## src/rtl/bcac_consts.svh

```systemverilog
`ifndef BCAC_CONSTS_SVH
`define BCAC_CONSTS_SVH

// Register indices; the byte address is four times the index
`define BCAC_CON0_IDX 10'h040
`define BCAC_CON1_IDX 10'h042
`define BCAC_FWM_IDX 10'h044
`define BCAC_LWM_IDX 10'h046
`define BCAC_DPTR_IDX 10'h048
`define BCAC_SIZE_IDX 10'h04A
`define BCAC_STAT_IDX 10'h04C

// Reset values
`define BCAC_CON_RST 16'h0000
`define BCAC_MASK_RST 16'hFFFF

// Control word zero fields
`define BCAC_ASH_HI 15
`define BCAC_ASH_LO 12
`define BCAC_SOURCE_A_ENABLE_BIT 11
`define BCAC_SOURCE_B_ENABLE_BIT 10
`define BCAC_SOURCE_C_ENABLE_BIT 9
`define BCAC_USED_BIT 8
`define BCAC_LF_HI 7
`define BCAC_LF_LO 0

// Control word one fields
`define BCAC_BSH_HI 15
`define BCAC_BSH_LO 12
`define BCAC_EFE_BIT 4
`define BCAC_IFE_BIT 3
`define BCAC_FCI_BIT 2
`define BCAC_DESCENDING_ADDRESSING_BIT 1
`define BCAC_LINE_BIT 0

// Size register fields and address step in bytes per word
`define BCAC_SZ_H_HI 15
`define BCAC_SZ_H_LO 8
`define BCAC_SZ_W_HI 7
`define BCAC_SZ_W_LO 0
`define BCAC_ADDR_STEP 24'h000002

// Default FIFO depth in words
`define BCAC_FIFO_DEPTH 32

`endif

```

## src/rtl/bcac_pkg.sv

```systemverilog
package bcac_pkg;

  typedef logic [15:0] bcac_word_t;
  typedef logic [23:0] bcac_addr_t;

  typedef enum logic [0:0] {
    BCAC_IDLE,
    BCAC_RUN
  } bcac_state_e;

  typedef struct packed {
    bcac_word_t con0;
    bcac_word_t con1;
    bcac_word_t fwm;
    bcac_word_t lwm;
    bcac_addr_t dptr;
    logic [7:0] width;
    logic [7:0] height;
    bcac_state_e st;
    logic [7:0] col;
    logic [7:0] row;
    bcac_addr_t addr;
    bcac_word_t prev_a;
    bcac_word_t prev_b;
    logic carry;
    logic line_err;
    logic pready;
    logic pslverr;
    logic [31:0] prdata;
    logic src_ready;
    logic out_valid;
    bcac_word_t out_data;
    bcac_addr_t out_addr;
  } bcac_state_s;

endpackage

```

## src/rtl/bcac_fifo.sv

```systemverilog
`timescale 1ns/100ps

// Synchronous FIFO; count is exact so the caller can throttle early
module bcac_fifo #(
  parameter int WIDTH = 40,
  parameter int DEPTH = 32,
  parameter int CW = $clog2(DEPTH + 1)
) (
  input wire logic pclk,
  input wire logic presetn,
  input wire logic in_valid,
  output logic in_ready,
  input wire logic [WIDTH-1:0] in_data,
  output logic out_valid,
  input wire logic out_ready,
  output logic [WIDTH-1:0] out_data,
  output logic [CW-1:0] count
);
  localparam int PW = $clog2(DEPTH);

  typedef struct packed {
    logic [DEPTH-1:0][WIDTH-1:0] mem;
    logic [PW-1:0] wp;
    logic [PW-1:0] rp;
    logic [CW-1:0] cnt;
  } bcac_fifo_s;

  bcac_fifo_s f_r;
  bcac_fifo_s f_nxt;
  logic push;
  logic pop;

  // Pointer wrap relies on a power of two depth
  if (DEPTH < 2 || (1 << PW) != DEPTH) begin : g_chk
    $error("bcac_fifo: DEPTH must be a power of two, at least 2");
  end

  assign in_ready = (f_r.cnt != CW'(DEPTH));
  assign out_valid = (f_r.cnt != '0);
  assign out_data = f_r.mem[f_r.rp];
  assign count = f_r.cnt;
  assign push = in_valid & in_ready;
  assign pop = out_valid & out_ready;

  // Next state of pointers, count and storage
  always_comb begin
    f_nxt = f_r;
    if (push) begin
      f_nxt.mem[f_r.wp] = in_data;
      f_nxt.wp = f_r.wp + 1'b1;
    end
    if (pop) begin
      f_nxt.rp = f_r.rp + 1'b1;
    end
    f_nxt.cnt = f_r.cnt + CW'(push) - CW'(pop);
  end

  always_ff @(posedge pclk or negedge presetn) begin
    if (!presetn) begin
      f_r <= '0;
    end else begin
      f_r <= f_nxt;
    end
  end
endmodule

```

## src/rtl/bcac_logic_unit.sv

```systemverilog
`timescale 1ns/100ps

// Per-bit minterm selection followed by the area fill carry chain
module bcac_logic_unit
  import bcac_pkg::*;
(
  input wire bcac_word_t a_word,
  input wire bcac_word_t b_word,
  input wire bcac_word_t c_word,
  input wire logic [7:0] minterm_select,
  input wire logic exclusive_fill_on,
  input wire logic inclusive_fill_on,
  input wire logic carry_in,
  output bcac_word_t mt_word,
  output bcac_word_t d_word,
  output logic carry_out
);
  logic [16:0] chain;
  logic fill_on;

  assign fill_on = exclusive_fill_on | inclusive_fill_on;
  assign chain[0] = carry_in;

  // Fill walks from bit 0 upward; exclusive wins if both are set
  for (genvar i = 0; i < 16; i++) begin : g_bit
    assign mt_word[i] = minterm_select[{a_word[i], b_word[i], c_word[i]}];
    assign chain[i+1] = chain[i] ^ mt_word[i];
    assign d_word[i] = exclusive_fill_on ? chain[i+1] :
                       inclusive_fill_on ? (mt_word[i] | chain[i]) :
                       mt_word[i];
  end

  // Without fill the line carry stays parked at its start value
  assign carry_out = fill_on ? chain[16] : carry_in;
endmodule

```

## src/rtl/bcac_top.sv

```systemverilog
`timescale 1ns/100ps
`include "bcac_consts.svh"

// Behaviour
// - Source A's first word of each line is ANDed with the first-word mask and its last word with the last-word mask.
// - A zero mask bit forces the matching source A bit to zero whatever was fetched.
// - Bit 0 of control word one picks the mode, zero meaning area mode.
// - Bits 11..8 of word zero enable channels A, B, C and D; a disabled channel moves no data.
// - Each result bit is the minterm enable picked by the A, B, C bits, from bits 7..0 of word zero.
// - Bit 4 of word one turns on exclusive fill of the result in area mode.
// - Bit 3 of word one turns on inclusive fill of the result in area mode.
// - Bit 2 of word one is the fill carry loaded at the start of every line.
// - Bit 1 of word one makes addresses step downward instead of upward.
module bcac_top
  import bcac_pkg::*;
#(
  parameter int FIFO_DEPTH = `BCAC_FIFO_DEPTH
) (
  input wire logic pclk,
  input wire logic presetn,
  input wire logic psel,
  input wire logic penable,
  input wire logic pwrite,
  input wire logic [11:0] paddr,
  input wire logic [31:0] pwdata,
  output logic [31:0] prdata,
  output logic pready,
  output logic pslverr,
  input wire bcac_word_t src_a_data,
  input wire bcac_word_t src_b_data,
  input wire bcac_word_t src_c_data,
  input wire logic src_valid,
  output logic src_ready,
  output bcac_word_t dst_data,
  output bcac_addr_t dst_addr,
  output logic dst_valid,
  input wire logic dst_ready,
  output logic busy
);
  localparam int FW = 16 + 24;
  localparam int CW = $clog2(FIFO_DEPTH + 1);

  if (FIFO_DEPTH < 4) begin : g_chk
    $error("bcac_top: FIFO_DEPTH must be at least 4");
  end

  function automatic logic [11:0] baddr(input logic [9:0] idx);
    baddr = {idx, 2'b00};
  endfunction

  bcac_state_s s;
  bcac_state_s s_nxt;

  ////////////////////////////////////////////////////////////////////////
  // Decoded fields and datapath wires

  logic use_a;
  logic use_b;
  logic use_c;
  logic use_d;
  logic any_src;
  logic descending_addressing;
  logic fill_ex;
  logic fill_in;
  logic [3:0] ash;
  logic [3:0] bsh;
  logic first_col;
  logic last_col;
  logic last_row;
  logic fire;
  bcac_word_t a_raw;
  bcac_word_t a_m;
  bcac_word_t a_sh;
  bcac_word_t b_raw;
  bcac_word_t b_sh;
  bcac_word_t c_raw;
  bcac_word_t mt_word;
  bcac_word_t d_word;
  logic carry_out;
  logic [31:0] a_pair;
  logic [31:0] b_pair;
  logic fifo_in_ready;
  logic fifo_out_valid;
  logic fifo_out_ready;
  logic [FW-1:0] fifo_out_data;
  logic [CW-1:0] fifo_count;
  logic push;
  logic acc;
  logic wr_fire;
  logic rd_fire;
  logic hit_con0;
  logic hit_con1;
  logic hit_fwm;
  logic hit_lwm;
  logic hit_dptr;
  logic hit_size;
  logic hit_stat;
  logic mapped;

  // Field decode of the control words
  assign use_a = s.con0[`BCAC_SOURCE_A_ENABLE_BIT];
  assign use_b = s.con0[`BCAC_SOURCE_B_ENABLE_BIT];
  assign use_c = s.con0[`BCAC_SOURCE_C_ENABLE_BIT];
  assign use_d = s.con0[`BCAC_USED_BIT];
  assign any_src = use_a | use_b | use_c;
  assign ash = s.con0[`BCAC_ASH_HI:`BCAC_ASH_LO];
  assign bsh = s.con1[`BCAC_BSH_HI:`BCAC_BSH_LO];
  assign descending_addressing = s.con1[`BCAC_DESCENDING_ADDRESSING_BIT];
  // Fill only acts in area mode; runs never start in line mode anyway
  assign fill_ex = s.con1[`BCAC_EFE_BIT] & ~s.con1[`BCAC_LINE_BIT];
  assign fill_in = s.con1[`BCAC_IFE_BIT] & ~s.con1[`BCAC_LINE_BIT];

  // Position within the rectangle
  assign first_col = (s.col == 8'h00);
  assign last_col = (s.col == s.width - 8'h01);
  assign last_row = (s.row == s.height - 8'h01);

  // One word per cycle when sources and the buffer both allow it
  assign fire = (s.st == BCAC_RUN) & s.src_ready &
                (src_valid | ~any_src) & (fifo_in_ready | ~use_d);
  assign push = fire & use_d;

  // Disabled sources feed zeros and their data is never sampled
  assign a_raw = use_a ? src_a_data : 16'h0000;
  assign b_raw = use_b ? src_b_data : 16'h0000;
  assign c_raw = use_c ? src_c_data : 16'h0000;

  // Edge masks act before the shift so they trim the fetched words
  assign a_m = a_raw & (first_col ? s.fwm : 16'hFFFF) &
               (last_col ? s.lwm : 16'hFFFF);

  // Shifts pull bits in from the previous word of the same line
  assign a_pair = descending_addressing ? ({a_m, s.prev_a} << ash) :
                         ({s.prev_a, a_m} >> ash);
  assign b_pair = descending_addressing ? ({b_raw, s.prev_b} << bsh) :
                         ({s.prev_b, b_raw} >> bsh);
  assign a_sh = descending_addressing ? a_pair[31:16] : a_pair[15:0];
  assign b_sh = descending_addressing ? b_pair[31:16] : b_pair[15:0];

  bcac_logic_unit u_logic (
    .a_word(a_sh),
    .b_word(b_sh),
    .c_word(c_raw),
    .minterm_select(s.con0[`BCAC_LF_HI:`BCAC_LF_LO]),
    .exclusive_fill_on(fill_ex),
    .inclusive_fill_on(fill_in),
    .carry_in(s.carry),
    .mt_word(mt_word),
    .d_word(d_word),
    .carry_out(carry_out)
  );

  // Result buffer; its occupancy throttles the source side
  bcac_fifo #(
    .WIDTH(FW),
    .DEPTH(FIFO_DEPTH),
    .CW(CW)
  ) u_fifo (
    .pclk(pclk),
    .presetn(presetn),
    .in_valid(push),
    .in_ready(fifo_in_ready),
    .in_data({s.addr, d_word}),
    .out_valid(fifo_out_valid),
    .out_ready(fifo_out_ready),
    .out_data(fifo_out_data),
    .count(fifo_count)
  );

  assign fifo_out_ready = ~s.out_valid | dst_ready;

  ////////////////////////////////////////////////////////////////////////
  // APB decode

  assign acc = psel & penable;
  assign wr_fire = acc & s.pready & pwrite;
  assign rd_fire = acc & s.pready & ~pwrite;
  assign hit_con0 = (paddr == baddr(`BCAC_CON0_IDX));
  assign hit_con1 = (paddr == baddr(`BCAC_CON1_IDX));
  assign hit_fwm = (paddr == baddr(`BCAC_FWM_IDX));
  assign hit_lwm = (paddr == baddr(`BCAC_LWM_IDX));
  assign hit_dptr = (paddr == baddr(`BCAC_DPTR_IDX));
  assign hit_size = (paddr == baddr(`BCAC_SIZE_IDX));
  assign hit_stat = (paddr == baddr(`BCAC_STAT_IDX));
  assign mapped = hit_con0 | hit_con1 | hit_fwm | hit_lwm | hit_dptr |
                  hit_size | hit_stat;

  ////////////////////////////////////////////////////////////////////////
  // Next state

  always_comb begin
    s_nxt = s;
    // Answer one cycle into the access phase; prdata set up with it
    s_nxt.pready = acc & ~s.pready;
    if (acc & ~s.pready) begin
      s_nxt.pslverr = ~mapped;
      s_nxt.prdata = 32'h00000000;
      if (hit_stat & ~pwrite) begin
        s_nxt.prdata = {16'h0000, 8'(fifo_count), 6'h00,
                        s.line_err, (s.st == BCAC_RUN)};
      end else if (hit_dptr & ~pwrite) begin
        s_nxt.prdata = {8'h00, s.dptr};
      end
    end else begin
      s_nxt.pslverr = 1'b0;
    end
    // Status read clears the refusal flag
    if (rd_fire & hit_stat) begin
      s_nxt.line_err = 1'b0;
    end
    if (wr_fire) begin
      if (hit_con0) begin
        s_nxt.con0 = pwdata[15:0];
      end
      if (hit_con1) begin
        s_nxt.con1 = pwdata[15:0];
      end
      if (hit_fwm) begin
        s_nxt.fwm = pwdata[15:0];
      end
      if (hit_lwm) begin
        s_nxt.lwm = pwdata[15:0];
      end
      if (hit_dptr) begin
        s_nxt.dptr = pwdata[23:0];
      end
      // Size write starts a run; ignored while one is in progress
      if (hit_size & (s.st == BCAC_IDLE)) begin
        if (s.con1[`BCAC_LINE_BIT]) begin
          s_nxt.line_err = 1'b1;
        end else if ((pwdata[`BCAC_SZ_W_HI:`BCAC_SZ_W_LO] != 8'h00) &&
                     (pwdata[`BCAC_SZ_H_HI:`BCAC_SZ_H_LO] != 8'h00)) begin
          s_nxt.st = BCAC_RUN;
          s_nxt.width = pwdata[`BCAC_SZ_W_HI:`BCAC_SZ_W_LO];
          s_nxt.height = pwdata[`BCAC_SZ_H_HI:`BCAC_SZ_H_LO];
          s_nxt.col = 8'h00;
          s_nxt.row = 8'h00;
          s_nxt.addr = s.dptr;
          s_nxt.prev_a = 16'h0000;
          s_nxt.prev_b = 16'h0000;
          s_nxt.carry = s.con1[`BCAC_FCI_BIT];
        end
      end
    end
    // Word step
    if (fire) begin
      s_nxt.prev_a = a_m;
      s_nxt.prev_b = b_raw;
      s_nxt.carry = carry_out;
      s_nxt.col = s.col + 8'h01;
      if (descending_addressing) begin
        s_nxt.addr = s.addr - `BCAC_ADDR_STEP;
      end else begin
        s_nxt.addr = s.addr + `BCAC_ADDR_STEP;
      end
      if (last_col) begin
        // New line: shifter history cleared, carry reloaded
        s_nxt.col = 8'h00;
        s_nxt.row = s.row + 8'h01;
        s_nxt.prev_a = 16'h0000;
        s_nxt.prev_b = 16'h0000;
        s_nxt.carry = s.con1[`BCAC_FCI_BIT];
        if (last_row) begin
          s_nxt.st = BCAC_IDLE;
        end
      end
    end
    // Ready is registered, so leave room for one word in flight
    s_nxt.src_ready = (s_nxt.st == BCAC_RUN) &&
                      (fifo_count < CW'(FIFO_DEPTH - 1));
    // Output stage keeps every destination port on a flip-flop
    if (fifo_out_valid & fifo_out_ready) begin
      s_nxt.out_valid = 1'b1;
      s_nxt.out_data = fifo_out_data[15:0];
      s_nxt.out_addr = fifo_out_data[FW-1:16];
    end else if (dst_ready) begin
      s_nxt.out_valid = 1'b0;
    end
  end

  // State register; masks come up open so a forgotten load is harmless
  always_ff @(posedge pclk or negedge presetn) begin
    if (!presetn) begin
      s <= '0;
      s.fwm <= `BCAC_MASK_RST;
      s.lwm <= `BCAC_MASK_RST;
      s.con0 <= `BCAC_CON_RST;
      s.con1 <= `BCAC_CON_RST;
    end else begin
      s <= s_nxt;
    end
  end

  assign prdata = s.prdata;
  assign pready = s.pready;
  assign pslverr = s.pslverr;
  assign src_ready = s.src_ready;
  assign dst_data = s.out_data;
  assign dst_addr = s.out_addr;
  assign dst_valid = s.out_valid;
  assign busy = (s.st == BCAC_RUN);
endmodule

```

## config.mk

```make
export PLATFORM = sky130hd
export DESIGN_NAME = bcac_top
export DESIGN_NICKNAME = d
export VERILOG_FILES = /design/src/rtl/bcac_pkg.sv /design/src/rtl/bcac_fifo.sv /design/src/rtl/bcac_logic_unit.sv /design/src/rtl/bcac_top.sv
export VERILOG_INCLUDE_DIRS = /design/src /design/src/rtl
export SDC_FILE = /design/constraint.sdc
export NUM_CORES = 2
export LEC_CHECK = 0
export BUFFER_PORTS_ARGS = -buffer_cell sky130_fd_sc_hd__buf_4
export CELL_PAD_IN_SITES_DETAIL_PLACEMENT = 1
export CELL_PAD_IN_SITES_GLOBAL_PLACEMENT = 1
export CORE_AREA = 2 2 396 398
export CTS_CLUSTER_DIAMETER = 40
export DETAILED_ROUTE_END_ITERATION = 16
export DIE_AREA = 0 0 398 400
export PLACE_DENSITY = 0.77
export SLEW_MARGIN = 25
export SYNTH_ARGS = -nofsm -noshare
export SYNTH_HDL_FRONTEND = slang
export SYNTH_HIERARCHICAL = 1
export SYNTH_SLANG_ARGS = --single-unit
```

## constraint.sdc

```tcl
create_clock -name pclk -period 18.5 [get_ports pclk]
set_input_delay 0.925 -clock pclk [delete_from_list [all_inputs] [get_ports pclk]]
set_output_delay 0.925 -clock pclk [all_outputs]
set_load 0.1 [all_outputs]
```

# Word level (Yosys, flattened, before mapping)

Cells that the tools add are included.

Output and inout bits: 77
Bits in registers: 1551
Logic and storage cells: 288
Input bits: 99

$lt $le $gt $ge: 20
Muxes and demuxes: 95
Equality and inequality tests: 12
Shift-type cells: 4
Reduce and logical (&&, ||, !) cells: 19
Bitwise logic cells: 71
$add $sub $neg: 10

Operators by type and width:

| cell                    | number |
|---|---|
| $bwmux W1280            | 1 |
| $mux W74                | 3 |
| $bmux W40 S5            | 1 |
| $demux W40 S5           | 1 |
| $mux W75                | 2 |
| $mux W16                | 7 |
| $eq A12 B9 Y1 const B   | 7 |
| $mux W40                | 2 |
| $mux W24                | 3 |
| $lt A3 B4 Y1 const B    | 16 |
| $mux W32                | 2 |
| $shl A32 B4 Y32         | 2 |
| $shr A32 B4 Y32         | 2 |
| $mux W1                 | 55 |
| $bmux W1 S3             | 16 |
| $mux W33                | 1 |
| $and A16 B16 Y16        | 2 |
| $or A1 B1 Y1            | 28 |
| $add A24 B2 Y24 const B | 1 |
| $sub A24 B2 Y24 const B | 1 |
| $and A1 B1 Y1           | 17 |
| $mux W17                | 1 |
| $add A8 B1 Y8 const B   | 2 |
| $eq A8 B8 Y1            | 2 |
| 20 further kinds        | 56 |

# Depth between registers and ports, before layout

Word-level depth: 29
Mapped depth: 49
Mapped depth without buffers: 47

# Hierarchy

The synthesis kept the hierarchy.

By module, submodules not included:

| module          | area each (µm²) | times used | seq. area each (µm²) | cells an instance |
|---|---|---|---|---|
| bcac_fifo       | 58635.0         | 1          | 32431.1              | 3761 |
| bcac_top        | 16470.8         | 1          | 6045.8               | 1728 |
| bcac_logic_unit | 1845.5          | 1          | 0.0                  | 209 |

# Least setup slack after synthesis

No wires, ideal clock.

Path kind: reg2reg
Start point: register s[159] (netlist bit)
End point: register u_fifo/f_r[391] (netlist bit)
Cell stages (with the launch flop): 48
Period minus slack after synthesis: 8.937 ns
Path slack: 9.563 ns
Buffers on the path: 2
Data required time: 18.372 ns
Arrival: 8.809 ns
Library setup time: 0.128 ns
Path through: dfrtp_1 -> inv_1 -> ha_1 -> or3b_1 -> a211oi_2 -> o211ai_1 -> a211o_1 -> buf_6 -> o21a_1 -> mux4_2 -> o22ai_1 -> a221oi_1 -> mux4_2 -> ha_1 -> inv_1 -> ha_1 -> inv_1 -> ha_1 -> [12 not listed] -> inv_1 -> ha_1 -> inv_1 -> ha_1 -> inv_1 -> ha_1 -> inv_1 -> ha_1 -> inv_1 -> ha_1 -> inv_1 -> ha_1 -> inv_1 -> ha_1 -> a21oi_1 -> a21oi_2 -> clkbuf_1 -> mux2_1

Cells in the longest elaborated chain, start to end: 28
Elaborated cells between the ends (all ways): 60
Classes of those cells: add/sub (1); eq/ne (1); shift (2); mux (38); bitwise (18)

RTL lines:

| item                                                      | RTL line                         | RTL |
|---|---|---|
| from (decl)                                               | bcac_top.sv:51                   | `bcac_state_s s;` |
| from (signal assigned)                                    | bcac_top.sv:290                  | `s <= s_nxt;` |
| $sub A8 B1 Y8 (*)                                         | bcac_top.sv:115                  | `assign last_col = (s.col == s.width - 8'h01);` |
| $eq A8 B8 Y1 (*)                                          | bcac_top.sv:115                  |  |
| $mux W16 (*)                                              | bcac_top.sv:130                  | `(last_col ? s.lwm : 16'hFFFF);` |
| $and A16 B16 Y16 (*)                                      | bcac_top.sv:129                  | `assign a_m = a_raw & (first_col ? s.fwm : 16'hFFFF) &` |
| $shr A32 B4 Y32 / $shl A32 B4 Y32 (equally long branches) | bcac_top.sv:134, bcac_top.sv:133 |  |
| $mux W32 (*)                                              | bcac_top.sv:133                  | `assign a_pair = descending_addressing ? ({a_m, s.prev_a} << ash) :` |
| $mux W16 (*)                                              | bcac_top.sv:137                  | `assign a_sh = descending_addressing ? a_pair[31:16] : a_pair[15:0];` |
| via a_sh[0]                                               | bcac_top.sv:73                   | `bcac_word_t a_sh;` |
| $bmux W1 S3 (*)                                           | bcac_logic_unit.sv:26            | `assign mt_word[i] = minterm_select[{a_word[i], b_word[i], c_word[i]}];` |
| $mux W1 (not written as such) (*)                         | bcac_logic_unit.sv:26            |  |
| $xor A1 B1 Y1 (*) (15 in series)                          | bcac_logic_unit.sv:27            | `assign chain[i+1] = chain[i] ^ mt_word[i];` |
| $or A1 B1 Y1                                              | bcac_logic_unit.sv:29            | `inclusive_fill_on ? (mt_word[i] \| chain[i]) :` |
| $mux W1                                                   | bcac_logic_unit.sv:29            |  |
| $mux W1 (*)                                               | bcac_logic_unit.sv:28            | `assign d_word[i] = exclusive_fill_on ? chain[i+1] :` |
| via d_word[15]                                            | bcac_top.sv:78                   | `bcac_word_t d_word;` |
| $bwmux W1280 (*)                                          | bcac_fifo.sv:49                  | `f_nxt.mem[f_r.wp] = in_data;` |
| to (signal assigned)                                      | bcac_fifo.sv:62                  | `f_r <= f_nxt;` |
| to (decl)                                                 | bcac_fifo.sv:28                  | `bcac_fifo_s f_r;` |

Mark *: on every way through the listed nets, which the timed path passes. The rest lies on a longest branch. The select of a mux whose other input is x is not followed.
A chain may end at the register's enable or synchronous reset.

# Worst setup path in the final report

Start point: register s[146] (netlist bit)
End point: register u_fifo/f_r[391] (netlist bit)

Cells in the longest elaborated chain, start to end: 28
Elaborated cells between the ends (all ways): 62
Classes of those cells: eq/ne (1); shift (2); mux (39); bitwise (19); reduce/logical (1)

RTL lines:

| item                                                      | RTL line                         | RTL |
|---|---|---|
| $logic_not A8 Y1                                          | bcac_top.sv:114                  | `assign first_col = (s.col == 8'h00);` |
| $mux W16                                                  | bcac_top.sv:129                  |  |
| $and A16 B16 Y16                                          | bcac_top.sv:129                  |  |
| $and A16 B16 Y16 (*)                                      | bcac_top.sv:129                  |  |
| $shr A32 B4 Y32 / $shl A32 B4 Y32 (equally long branches) | bcac_top.sv:134, bcac_top.sv:133 |  |
| $mux W32 (*)                                              | bcac_top.sv:133                  |  |
| $mux W16 (*)                                              | bcac_top.sv:137                  |  |
| via a_sh[0]                                               | bcac_top.sv:73                   |  |
| $bmux W1 S3 (*)                                           | bcac_logic_unit.sv:26            |  |
| $mux W1 (not written as such) (*)                         | bcac_logic_unit.sv:26            |  |
| $xor A1 B1 Y1 (*) (15 in series)                          | bcac_logic_unit.sv:27            |  |
| $or A1 B1 Y1                                              | bcac_logic_unit.sv:29            |  |
| $mux W1                                                   | bcac_logic_unit.sv:29            |  |
| $mux W1 (*)                                               | bcac_logic_unit.sv:28            |  |
| via d_word[15]                                            | bcac_top.sv:78                   |  |
| $bwmux W1280 (*)                                          | bcac_fifo.sv:49                  |  |

Marked as above.

==> out/summary.txt <==
Syn avg cell area = 13.53 µm²
PortBufs = 159
CP peak stage delay = 610 ps
Drt via density = 6.358
Clock-pin slew on the worst setup and hold paths = 60 ps
Skew final = 65.30 ps
Max Fclk = 95.57 MHz
Hold Path Class = input pin to asynchronous set/reset pin
Worst slew margin = 0.2252
Worst vdd ir = 0.0001273 V
RePlAce Congestion = 0.8719
Vias = 49.67k
YS warnings = 6
Switch Pwr = 3.000 mW
Syn Std Cell Area = 76890 µm²
PD cells = 110.1 nW/µm²
H-tree lvl count = 4
Final slew viol count = 0
Final setup fails = 0
Final non-filler cell area = 86640 µm²
Min Tclk post-route = 10460 ps
RSZ-0062 raised after global routing = no
Crit Path Category = flop to flop
Largest net degree at the start of global routing = 184
Post-route insts no fill = 7813
Logic pwr share = 0.179
Worst skew pair latency = 880 ps
CP max-delay cell = o2111ai_1
Placed insts = 7400
Grt ovf = 0
Kind of end point of the critical path = flop
Die Ht = 400 µm
Initial antenna violation count = 4
Final hold violations = 0
Clock tree buffer depth = 3
Avg WL per Cell = 29.34 µm
Core Region = 155100 µm²
Crit path top cell by count = ha_1
CTS tree = yes
Period utilization = 0.5656
DRT iter0 DRCs = 3368
Global-route usage over all layers = 0.2897
WP data required = 19250 ps
Placement Setup Slack = 8160 ps
# fillers = 14.66k
Post-CTS setup buffer count = 0
CTS Buf Count = 217
Placed cell areas = 78790 µm²
Part of the power in the clock network = 0.450
Final net count = 5722
Outcome = finished clean
Layout cells sized above 1 = 0.4088
Sequential Power Share = 0.371
Hold WS = 55.32 ps
Number of max-cap violations = 0
CTS Sinks = 1536
DR pass1 iterations = 5
CTS Hold Bufs = 0
Tightest Pin Transition = 1162 ps
Leak pwr = 41.22 nW
DR DRC count = 0
Die Width = 398 µm
Number of global-route vias before repair = 54.98k
Total wire length = 229200 µm
Internal = 6.537 mW
Final setup margin = 8036 ps
Startpoint Class = flop
Syn-to-layout area delta = 12.68%
Die area = 159200 µm²
Initial Utilization = 0.4957
Syn Inst Count = 5682
CP Max Fanout = 32
Antenna Nets Post-Route = 0
Switching share of power = 0.3145
Post-CTS sizing = 0
Crit path DAT = 11210 ps
Row count = 145
IO Count = 176
Root Driver = clkbuf_16
Setup TNS = 0 ps
Global-route wire length before repair = 348500 µm
DP HPWL = 127000 µm
metal layers:
layer,GRT usage,routed length (µm),share of wire
met1,0.3775,94770,0.41
met2,0.4815,111800,0.49
met3,0.04673,12770,0.056
met4,0.1234,9804,0.043
met5,0,7,0.000031
per-stage QoR:
step / utilization / power, mW
floorplan: - / 4.825
global placement: 0.5072 / 5.282
detailed placement: 0.5079 / 5.302
CTS: 0.5574 / 9.610
global route: 0.5585 / 9.838
finish: 0.5585 / 9.537
power by group through the flow:
stage | logic [mW] | clock network [mW] | registers (mW)
detailed placement | 1.71 | 0 | 3.59
finish | 1.71 | 4.29 | 3.53
floorplan | 1.32 | 0 | 3.50
CTS | 1.72 | 4.35 | 3.54
global placement | 1.69 | 0 | 3.59
global route | 1.79 | 4.51 | 3.54
cells in the final DEF, fill, tap and decap left out, drive strengths merged, types with 11 or more instances in the layout:
master    count
nand3        34
clkinvlp     24
a22o         89
buf         263
clkinv       58
inv          95
xnor2        29
nor4         13
and3         18
a32oi        21
bufinv       19
a21o         16
a221o        11
o211a        23
o221ai       44
nor2        145
nand2b       30
a22oi        57
nor3         20
mux2i       275
nor2b        28
o22ai        49
mux4        289
xor2         21
o21ai       154
dfrtp      1504
a21oi       181
and2         37
clkbuf      274
nand2       150
ha           56
a211oi       89
o21a         13
o211ai       31
mux2       1436
dfstp        32
final timing paths:
kind / startpoint / to / slack (ps) / depth (start not counted)
max: s[146]$_DFFE_PN0P_ / u_fifo/f_r[391]$_DFFE_PN0P_ / 8040 / 45
min: presetn / u_fifo/f_r[342]$_DFFE_PN0P_ / 60 / 1
max reg2reg: s[146]$_DFFE_PN0P_ / u_fifo/f_r[391]$_DFFE_PN0P_ / 8040 / 45
min reg2reg: prdata[13]$_DFFE_PN0P_ / prdata[13]$_DFFE_PN0P_ / 480 / 2
max in group asynchronous: presetn / s[115]$_DFFE_PN0P_ / 15410 / 6
min in group pclk: pwdata[22] / s[189]$_DFFE_PN0P_ / 280 / 2
layout make-up:
class | count | area, µm² | share of cell area
Antenna cell | 2 | 5.005 | 0.00005777
Clock buffer | 274 | 6006 | 0.06932
Clock inverter | 133 | 1667 | 0.01924
Inverter | 63 | 236.5 | 0.002729
Multi-Input combinational cell | 3484 | 35410 | 0.4087
Sequential cell | 1536 | 38520 | 0.4446
Tap cell | 2058 | 2575 | 0.02972
Timing Repair Buffer | 263 | 2225 | 0.02568
registers in the layout, summed over array words and instances (netlist names):
| register | flops |
|---|---|
| ash | 4 |
| bsh | 4 |
| busy | 1 |
| descending_addressing | 1 |
| dst_addr | 24 |
| dst_data | 16 |
| dst_valid | 1 |
| prdata | 24 |
| pready | 1 |
| pslverr | 1 |
| s | 162 |
| src_ready | 1 |
| u_fifo/count | 6 |
| u_fifo/f_r | 1290 |
critical path, delay by kind of cell, from the launching register on:
kind,cells,cell delay [ps]
AOI/OAI and AO/OA,7,2250
xor gates and xnor gates,1,230
buffers and inverters,16,990
DFF,1,470
muxes,3,1350
adders and majority gates,16,4630
and+or+nand+nor,2,370
(Power assumes the default switching activity.)
